`src/pkg/aen_pkg.sv`:
```
// constants shared by the event notifier block
package aen_pkg;

  // ------------------------------------------------------------
  // clock and ata pio timing
  // ------------------------------------------------------------
  localparam int CLK_MHZ = 250;
  localparam int STROBE_NS = 165;
  localparam int RECOVERY_NS = 70;
  localparam int STROBE_CYC = (STROBE_NS * CLK_MHZ + 999) / 1000;
  localparam int RECOVERY_CYC = (RECOVERY_NS * CLK_MHZ + 999) / 1000;
  localparam int CNT_W = 8;

  // ------------------------------------------------------------
  // register port map, index times four is the byte address
  // ------------------------------------------------------------
  localparam int ADDR_W = 8;
  localparam logic [ADDR_W-1:0] STATE_OFS = 8'h00;
  localparam logic [ADDR_W-1:0] STAT_OFS = 8'h04;
  localparam logic [ADDR_W-1:0] OPCODE_IDX = 8'h02;
  localparam logic [ADDR_W-1:0] OPCODE_OFS = 8'h08;
  localparam logic [ADDR_W-1:0] IRQ_STS_OFS = 8'h0C;
  localparam logic [ADDR_W-1:0] IRQ_MSK_OFS = 8'h10;
  localparam logic [7:0] OPCODE_RST = 8'h00;
  localparam logic [7:0] OPCODE_OFF = 8'h00;
  localparam logic [7:0] STATE_RST = 8'h00;
  localparam logic [1:0] IRQ_RST = 2'h0;
  localparam int IRQ_DONE = 0;
  localparam int IRQ_ABORT = 1;

  // ------------------------------------------------------------
  // taskfile addresses and field layout
  // ------------------------------------------------------------
  localparam logic [2:0] TF_FEAT = 3'h1;
  localparam logic [2:0] TF_SCNT = 3'h2;
  localparam logic [2:0] TF_LBA_MID = 3'h4;
  localparam logic [2:0] TF_LBA_HIGH = 3'h5;
  localparam logic [2:0] TF_CMD = 3'h7;
  localparam int ST_BUSY = 7;
  localparam int ST_DRQ = 3;
  localparam int FT_USB_RST = 7;
  localparam int FT_CLASS_RST = 6;
  localparam int FT_SUSPEND = 5;
  localparam int FT_RESUME = 4;
  localparam int FT_EJ_PRESS = 1;
  localparam int FT_EJ_REL = 0;

  // ------------------------------------------------------------
  // notification sequence steps and access states
  // ------------------------------------------------------------
  localparam logic [2:0] STEP_FEAT = 3'h0;
  localparam logic [2:0] STEP_SCNT = 3'h1;
  localparam logic [2:0] STEP_MID = 3'h2;
  localparam logic [2:0] STEP_HIGH = 3'h3;
  localparam logic [2:0] STEP_CMD = 3'h4;
  localparam logic [2:0] STEP_POLL = 3'h5;
  localparam logic [2:0] STEP_RMID = 3'h6;
  localparam logic [2:0] STEP_RHIGH = 3'h7;

  typedef enum logic [1:0] {
    AEN_IDLE = 2'b00,
    AEN_SETUP = 2'b01,
    AEN_STROBE = 2'b10,
    AEN_RECOV = 2'b11
  } aen_state_e;

endpackage : aen_pkg

```
`src/logic/aen_event_notifier.sv`:
```
// event notification engine driving the ata taskfile
//
// Our own choices: the register offsets and the address-and-strobe port.
`timescale 1ns/1ps

module aen_event_notifier
  import aen_pkg::*;
#(
  parameter int STB_CYC = STROBE_CYC,
  parameter int REC_CYC = RECOVERY_CYC
) (
  // clock and reset
  input wire logic clk_i,
  input wire logic rst_i,
  // register port
  input wire logic [ADDR_W-1:0] reg_addr_i,
  input wire logic [31:0] reg_wdata_i,
  input wire logic reg_we_i,
  input wire logic reg_re_i,
  output logic [31:0] reg_rdata_o,
  output logic irq_o,
  // usb events, one-cycle pulses from the usb core, and the eject button level from outside
  input wire logic usb_reset_i,
  input wire logic class_reset_i,
  input wire logic usb_suspend_i,
  input wire logic usb_resume_i,
  input wire logic eject_btn_i,
  // power and speed levels from the usb core
  input wire logic self_powered_i,
  input wire logic bus_powered_i,
  input wire logic high_speed_i,
  input wire logic full_speed_i,
  // ata pio taskfile pins
  output logic [2:0] ata_da_o,
  output logic ata_cs0_n_o,
  output logic ata_dior_n_o,
  output logic ata_diow_n_o,
  input wire logic [7:0] ata_data_i,
  output logic [7:0] ata_data_o,
  output logic ata_data_oe_n_o
);

  // ------------------------------------------------------------
  // helpers
  // ------------------------------------------------------------
  function automatic logic [2:0] step_addr(input logic [2:0] step);
    logic [2:0] a;
    a = TF_CMD;
    unique case (step)
      STEP_FEAT: a = TF_FEAT;
      STEP_SCNT: a = TF_SCNT;
      STEP_MID, STEP_RMID: a = TF_LBA_MID;
      STEP_HIGH, STEP_RHIGH: a = TF_LBA_HIGH;
      STEP_CMD, STEP_POLL: a = TF_CMD;
    endcase
    return a;
  endfunction : step_addr

  function automatic logic step_is_read(input logic [2:0] step);
    return step >= STEP_POLL;
  endfunction : step_is_read

  // ------------------------------------------------------------
  // pin synchronisers
  // ------------------------------------------------------------
  // the eject button and the drive's data bus arrive from outside
  logic ej_s1_q, ej_s2_q, ej_prev_q;
  logic [7:0] dat_s1_q, dat_s2_q;

  always_ff @(posedge clk_i or posedge rst_i) begin
    if (rst_i) begin
      ej_s1_q <= 1'b0;
      ej_s2_q <= 1'b0;
      ej_prev_q <= 1'b0;
      dat_s1_q <= 8'h00;
      dat_s2_q <= 8'h00;
    end else begin
      ej_s1_q <= eject_btn_i;
      ej_s2_q <= ej_s1_q;
      ej_prev_q <= ej_s2_q;
      dat_s1_q <= ata_data_i;
      dat_s2_q <= dat_s1_q;
    end
  end

  // ------------------------------------------------------------
  // registers and event collection
  // ------------------------------------------------------------
  aen_state_e state_q;
  logic [2:0] step_q;
  logic [CNT_W-1:0] cnt_q;
  logic [7:0] opcode_q;
  logic [7:0] out_lo_q, out_hi_q, ret_lo_q, ret_hi_q, rd_byte_q, feat_q;
  logic [7:0] pend_q;
  logic abort_q;
  logic [1:0] irq_sts_q, irq_msk_q;
  logic [31:0] rdata_q;
  logic [2:0] da_q;
  logic cs0_n_q, dior_n_q, diow_n_q, oe_n_q, irq_q;
  logic [7:0] dout_q;

  wire enabled = (opcode_q != OPCODE_OFF);
  wire [7:0] new_evt = {usb_reset_i, class_reset_i, usb_suspend_i, usb_resume_i,
                        2'b00, ej_s2_q & ~ej_prev_q, ~ej_s2_q & ej_prev_q};
  wire [7:0] scnt_byte = {4'h0, self_powered_i, bus_powered_i, high_speed_i, full_speed_i};
  wire launch = (state_q == AEN_IDLE) && enabled && (pend_q != 8'h00);

  // ------------------------------------------------------------
  // sequence decisions at the end of each access
  // ------------------------------------------------------------
  wire acc_end = (state_q == AEN_RECOV) && (cnt_q == '0);
  wire dev_busy = rd_byte_q[ST_BUSY] | rd_byte_q[ST_DRQ];
  wire seq_abort = acc_end && step_is_read(step_q) && (abort_q || usb_reset_i);
  wire seq_done = acc_end && (step_q == STEP_RHIGH) && !seq_abort;
  wire [2:0] next_step = (step_q == STEP_POLL && dev_busy) ? STEP_POLL : step_q + 3'h1;
  wire seq_next = acc_end && !seq_abort && !seq_done;
  wire start_acc = launch || seq_next;
  wire [2:0] acc_step = launch ? STEP_FEAT : next_step;

  logic [7:0] wr_byte;
  always_comb begin
    wr_byte = 8'h00;
    unique case (acc_step)
      STEP_FEAT: wr_byte = launch ? pend_q : feat_q;
      STEP_SCNT: wr_byte = scnt_byte;
      STEP_MID: wr_byte = out_lo_q;
      STEP_HIGH: wr_byte = out_hi_q;
      STEP_CMD: wr_byte = opcode_q;
      STEP_POLL, STEP_RMID, STEP_RHIGH: wr_byte = 8'h00;
    endcase
  end

  // ------------------------------------------------------------
  // register port decode
  // ------------------------------------------------------------
  wire wr_opcode = reg_we_i && (reg_addr_i == OPCODE_OFS);
  wire wr_irq_sts = reg_we_i && (reg_addr_i == IRQ_STS_OFS);
  wire wr_irq_msk = reg_we_i && (reg_addr_i == IRQ_MSK_OFS);
  wire [1:0] irq_set = {seq_abort, seq_done};
  wire [1:0] irq_sts_d = irq_set | (irq_sts_q & ~(wr_irq_sts ? reg_wdata_i[1:0] : 2'b00));
  wire busy = (state_q != AEN_IDLE);

  logic [31:0] rd_mux;
  always_comb begin
    rd_mux = 32'h0000_0000;
    unique case (reg_addr_i)
      STATE_OFS: rd_mux = {ret_hi_q, ret_lo_q, out_hi_q, out_lo_q};
      STAT_OFS: rd_mux = {16'h0000, pend_q, 5'h00, step_q};
      OPCODE_OFS: rd_mux = {24'h000000, opcode_q};
      IRQ_STS_OFS: rd_mux = {30'h0, irq_sts_q};
      IRQ_MSK_OFS: rd_mux = {30'h0, irq_msk_q};
      default: rd_mux = 32'h0000_0000;
    endcase
  end

  always_ff @(posedge clk_i or posedge rst_i) begin
    if (rst_i) begin
      opcode_q <= OPCODE_RST;
      irq_msk_q <= IRQ_RST;
    end else begin
      if (wr_opcode) begin
        opcode_q <= reg_wdata_i[7:0];
      end
      if (wr_irq_msk) begin
        irq_msk_q <= reg_wdata_i[1:0];
      end
    end
  end

  // a status set beats a clear written in the same cycle
  always_ff @(posedge clk_i or posedge rst_i) begin
    if (rst_i) begin
      irq_sts_q <= IRQ_RST;
      irq_q <= 1'b0;
      rdata_q <= 32'h0000_0000;
    end else begin
      irq_sts_q <= irq_sts_d;
      irq_q <= |(irq_sts_d & irq_msk_q);
      rdata_q <= reg_re_i ? rd_mux : 32'h0000_0000;
    end
  end

  // ------------------------------------------------------------
  // pending events and saved state bytes
  // ------------------------------------------------------------
  // events arriving while a notification runs wait for the next one
  always_ff @(posedge clk_i or posedge rst_i) begin
    if (rst_i) begin
      pend_q <= 8'h00;
      feat_q <= 8'h00;
    end else if (!enabled) begin
      pend_q <= 8'h00;
    end else if (launch) begin
      feat_q <= pend_q;
      pend_q <= new_evt;
    end else begin
      pend_q <= pend_q | new_evt;
    end
  end

  // a usb reset during a read step spoils the read-back
  always_ff @(posedge clk_i or posedge rst_i) begin
    if (rst_i) begin
      abort_q <= 1'b0;
    end else if (launch || seq_abort || seq_done) begin
      abort_q <= 1'b0;
    end else if (usb_reset_i && busy && step_is_read(step_q)) begin
      abort_q <= 1'b1;
    end
  end

  // saved bytes survive suspend; only the chip reset clears them
  always_ff @(posedge clk_i or posedge rst_i) begin
    if (rst_i) begin
      out_lo_q <= STATE_RST;
      out_hi_q <= STATE_RST;
      ret_lo_q <= STATE_RST;
      ret_hi_q <= STATE_RST;
    end else begin
      if (acc_end && step_q == STEP_RMID && !seq_abort) begin
        ret_lo_q <= rd_byte_q;
      end
      if (seq_done) begin
        ret_hi_q <= rd_byte_q;
        out_lo_q <= ret_lo_q;
        out_hi_q <= rd_byte_q;
      end
    end
  end

  // ------------------------------------------------------------
  // pio access engine
  // ------------------------------------------------------------
  // one access: setup, strobe, recovery; read data is taken at the
  // last strobe cycle, two cycles late through the synchroniser
  wire cur_read = step_is_read(step_q);
  wire cnt_zero = (cnt_q == '0);
  wire stb_start = (state_q == AEN_SETUP);
  wire stb_end = (state_q == AEN_STROBE) && cnt_zero;
  aen_state_e state_d;
  logic [CNT_W-1:0] cnt_d;

  always_comb begin
    state_d = state_q;
    cnt_d = cnt_q;
    unique case (state_q)
      AEN_IDLE: begin
        if (launch) begin
          state_d = AEN_SETUP;
        end
      end
      AEN_SETUP: begin
        state_d = AEN_STROBE;
        cnt_d = CNT_W'(STB_CYC - 1);
      end
      AEN_STROBE: begin
        cnt_d = cnt_q - CNT_W'(1);
        if (cnt_zero) begin
          state_d = AEN_RECOV;
          cnt_d = CNT_W'(REC_CYC - 1);
        end
      end
      AEN_RECOV: begin
        cnt_d = cnt_q - CNT_W'(1);
        if (acc_end) begin
          state_d = seq_next ? AEN_SETUP : AEN_IDLE;
        end
      end
    endcase
  end

  always_ff @(posedge clk_i or posedge rst_i) begin
    if (rst_i) begin
      state_q <= AEN_IDLE;
      cnt_q <= '0;
    end else begin
      state_q <= state_d;
      cnt_q <= cnt_d;
    end
  end

  // strobes open after the setup cycle and close before recovery
  always_ff @(posedge clk_i or posedge rst_i) begin
    if (rst_i) begin
      dior_n_q <= 1'b1;
      diow_n_q <= 1'b1;
    end else if (stb_start) begin
      dior_n_q <= ~cur_read;
      diow_n_q <= cur_read;
    end else if (stb_end) begin
      dior_n_q <= 1'b1;
      diow_n_q <= 1'b1;
    end
  end

  always_ff @(posedge clk_i or posedge rst_i) begin
    if (rst_i) begin
      rd_byte_q <= 8'h00;
    end else if (stb_end && cur_read) begin
      rd_byte_q <= dat_s2_q;
    end
  end

  // select, address and data stay put for the whole access
  always_ff @(posedge clk_i or posedge rst_i) begin
    if (rst_i) begin
      step_q <= STEP_FEAT;
      da_q <= 3'h0;
      cs0_n_q <= 1'b1;
      oe_n_q <= 1'b1;
      dout_q <= 8'h00;
    end else if (start_acc) begin
      step_q <= acc_step;
      da_q <= step_addr(acc_step);
      cs0_n_q <= 1'b0;
      oe_n_q <= step_is_read(acc_step);
      dout_q <= wr_byte;
    end else if (acc_end) begin
      cs0_n_q <= 1'b1;
      oe_n_q <= 1'b1;
    end
  end

  // ------------------------------------------------------------
  // outputs
  // ------------------------------------------------------------
  assign reg_rdata_o = rdata_q;
  assign irq_o = irq_q;
  assign ata_da_o = da_q;
  assign ata_cs0_n_o = cs0_n_q;
  assign ata_dior_n_o = dior_n_q;
  assign ata_diow_n_o = diow_n_q;
  assign ata_data_o = dout_q;
  assign ata_data_oe_n_o = oe_n_q;

endmodule : aen_event_notifier

```
`config.mk`:
```
export PLATFORM = sky130hd
export DESIGN_NAME = aen_event_notifier
export DESIGN_NICKNAME = d
export VERILOG_FILES = /design/src/pkg/aen_pkg.sv /design/src/logic/aen_event_notifier.sv
export SDC_FILE = /design/constraint.sdc
export NUM_CORES = 1
export LEC_CHECK = 0
export BUFFER_PORTS_ARGS = -buffer_cell sky130_fd_sc_hd__buf_2
export CORE_MARGIN = 4
export CORE_UTILIZATION = 55
export CTS_CLUSTER_SIZE = 12
export DETAILED_ROUTE_END_ITERATION = 8
export HOLD_SLACK_MARGIN = 0.02
export PLACE_DENSITY = 0.79
export SLEW_MARGIN = 20
export SYNTH_ARGS = -nofsm -noshare
export SYNTH_HDL_FRONTEND = slang
export SYNTH_SLANG_ARGS = --single-unit
```
`constraint.sdc`:
```
create_clock -name clk_i -period 4.9 [get_ports clk_i]
set_input_delay 0.735 -clock clk_i [delete_from_list [all_inputs] [get_ports clk_i]]
set_output_delay 0.735 -clock clk_i [all_outputs]
set_load 0.03 [all_outputs]
```
==> reports/metrics.csv <==
metric,value,unit
critical path startpoint category,register,
crit path max fanout,16,
"Reg clk slew, reported paths",0.07,ns
Tcrit/Tclk final,0.749,
Yosys top cell area share,0.565,
status,"finished, final reports clean",
CP arrival,4.09,ns
Synth area leader,dfrtp_1,
Antenna Nets Post-Route,0,
Seq pwr share,0.463,
Worst Setup EP,ata_data_o[0],
Cell Int Power,2.00,mW
antenna violations before repair,0,
total core area,0.0105,sq mm
largest net degree at the start of global routing,99,
Highest Clock Rate,272,MHz
Setup Skew,0.00853,ns
ys async rst share,1.00,
Global Route Usage Sum,0.224,
"Area growth, synth to finish",18.7,%
Fin. Hold Viols,0,
I/O Pins,109,
Post-Route WL,13600,um
HPWL after DPL,9640,um
Most used DFF post-synth,dfrtp_1,
CP Class,reg2reg,
sw frac,0.224,
final core occ,0.678,
fraction of layout cells with a size suffix above 1,0.328,
Mean Syn Cell Area,12.2,sq um
Core Rows,37,
nets,654,
H-Tree Depth,4,
initial DRC count,460,
worst vdd ir,0.000296,V
number of buffers created by CTS,17,
"FF+latch count, synth",139,
worst slew pin tran,0.978,ns
power per cell area,362,mW/mm^2
number of max-cap violations,0,
chip width,112,um
Starting Density,0.572,
CTS sink cnt,139,
post-route minimum period,3.67,ns
r2r endpoint,ata_data_o[0],
Sw Pwr,0.576,mW
RSZ-0062 raised after global routing,false,
GRT overflow,0,
Critical R2R Launch,opcode_q[4],
part of the power in the clock network,0.499,
top area cells in the synthesized netlist,"dfrtp_1, mux2_2, ha_1, nor2_1, a21oi_1",
RD Place Congestion,0.908,
Min-Delay Startpoint,ata_data_i[2],
Mapped Area,0.00598,sq mm
average routed wire per standard cell,18.8,um
setup violators final,0,
P_leak,3.63,nW
sequential share of the synthesized area,0.583,
via count,4260,
max_slew headroom,0.345,
Gate Count Post-Synth,490,
"EDFF count, synth",0,
DRC errors left,0,
Syn Nets,566,
reg2reg setup slack,1.23,ns
Setup TNS,0,ns
cells on worst reg2reg path,11,
CTS tree,yes,
Root Buffer,clkbuf_8,
Pins Over Slew Limit,0,
global-route wire length before repair,22200,um
via density per instance,5.86,
vias in the first global route,4358,
Hold WC Path Type,in2reg,
hold_buf cts,0,
synth unique cells,65,
clock latency on the worst-skew pair,0.53,ns
Die H,112,um
Setup Buffers After CTS,0,
CP Launch Point,opcode_q[4],
WP data required,5.32,ns
Post-Place Worst Slack,1.35,ns
port buffer count,84,
Longest Clk Path Bufs,2,
Synth Warn #,0,
worst setup margin,1.23,ns
post-cts sizing count,0,
Antenna Cells,0,
TritonRoute pass-1 iters,6,
Logic pwr share,0.038,
die area,0.0126,sq mm
Synth top cells by count,"dfrtp_1, mux2_2, nor2_1, nand2_1, a21oi_1",
top-count cell post-synth,dfrtp_1,
critical path capture point type,register,
-- routing by layer --
metal / wire length (um) / vias to the layer above / global-route usage
met5: 0 / - / 0
met1: 5900 / 2120 / 0.301
met2: 6710 / 152 / 0.359
li1: - / 1960 / -
met3: 782 / 28 / 0.0523
met4: 255 / 0 / 0.0801
-- kinds of logic after synthesis --
group           Yosys count  share of synthesized area
flops                   139                      0.583
fa+ha+maj                15                     0.0314
mux                      50                     0.0929
compound gates          113                      0.137
buf+inv                  33                     0.0247
simple gates            138                      0.129
xor+xnor                  2                    0.00293
-- sequential cells by signal, indices dropped and copies added, names as in the netlist, 2 cells and up --
name         count
step_q           3
ata_da_o         3
state_q          2
ata_data_o       8
reg_rdata_o     32
cnt_q            8
ret_lo_q         8
dat_s2_q         8
feat_q           8
irq_msk_q        2
ret_hi_q         8
rd_byte_q        8
out_lo_q         8
dat_s1_q         8
pend_q           6
opcode_q         8
irq_sts_q        2
-- power by group through the flow --
stage               clock, mW  sequential [mW]  combinational (mW)
detailed placement          0             1.21              0.0978
global route             1.36             1.19               0.109
CTS                      1.30             1.19              0.0985
finish                   1.28             1.19              0.0980
global placement            0             1.21              0.0943
floorplan                   0             1.20              0.0648
-- area by class of cell --
cell class / count / area, sq um
multi-input cells: 318 / 2350
clock buffers: 20 / 435
clock inverters: 12 / 164
fillers: 765 / 3360
repair buffers: 85 / 428
inverters: 17 / 68.8
flip-flops and latches: 139 / 3480
well taps: 136 / 170
-- placed cells by master, fill, tap and decap left out, drive strengths merged, types with 5 or more instances in the layout --
| cell type | instances |
|---|---|
| o21a | 6 |
| nand2 | 27 |
| nor2 | 34 |
| and2 | 22 |
| o21ai | 16 |
| dfrtp | 135 |
| clkinv | 5 |
| nor3 | 19 |
| or4 | 5 |
| a21o | 6 |
| o22ai | 8 |
| ha | 15 |
| and3 | 6 |
| a22o | 11 |
| mux2 | 44 |
| clkbuf | 20 |
| a22oi | 10 |
| inv | 20 |
| mux2i | 6 |
| buf | 85 |
| a21oi | 24 |
-- worst min path at each step --
stage / to / slack, ns / depth (start not counted)
floorplan: dat_s2_q[0] / 0.33 / 0
global placement: dat_s2_q[7] / 0.33 / 0
detailed placement: dat_s2_q[0] / 0.33 / 0
CTS: dat_s1_q[4] / 0.29 / 1
global route: dat_s1_q[2] / 0.30 / 1
finish: dat_s1_q[2] / 0.31 / 1
-- per-stage QoR --
| step | std cells | cell area (sq um) | hold WS (ns) | power, mW |
|---|---|---|---|---|
| after floorplan | 490 | 5980 | 0.331 | 1.27 |
| after CTS | 727 | 7100 | 0.295 | 2.59 |
| after detailed placement | 695 | 6500 | 0.335 | 1.31 |
| final | 727 | 7100 | 0.313 | 2.57 |
| after global routing | 727 | 7100 | 0.299 | 2.66 |
| after global placement | 695 | 6500 | 0.332 | 1.30 |
-- critical path: stages (launching register included) --
cell and delay, ns:
dfrtp_1 0.42, or4_4 0.59, o21a_4 0.30, nand2_1 0.27, o21ai_0 0.25, inv_1 0.13
ha_1 0.37, or3_1 0.23, a21oi_1 0.06, a22oi_1 0.53, a221oi_1 0.12, o41ai_1 0.29
Note: power is estimated with default switching activity, not from simulation.
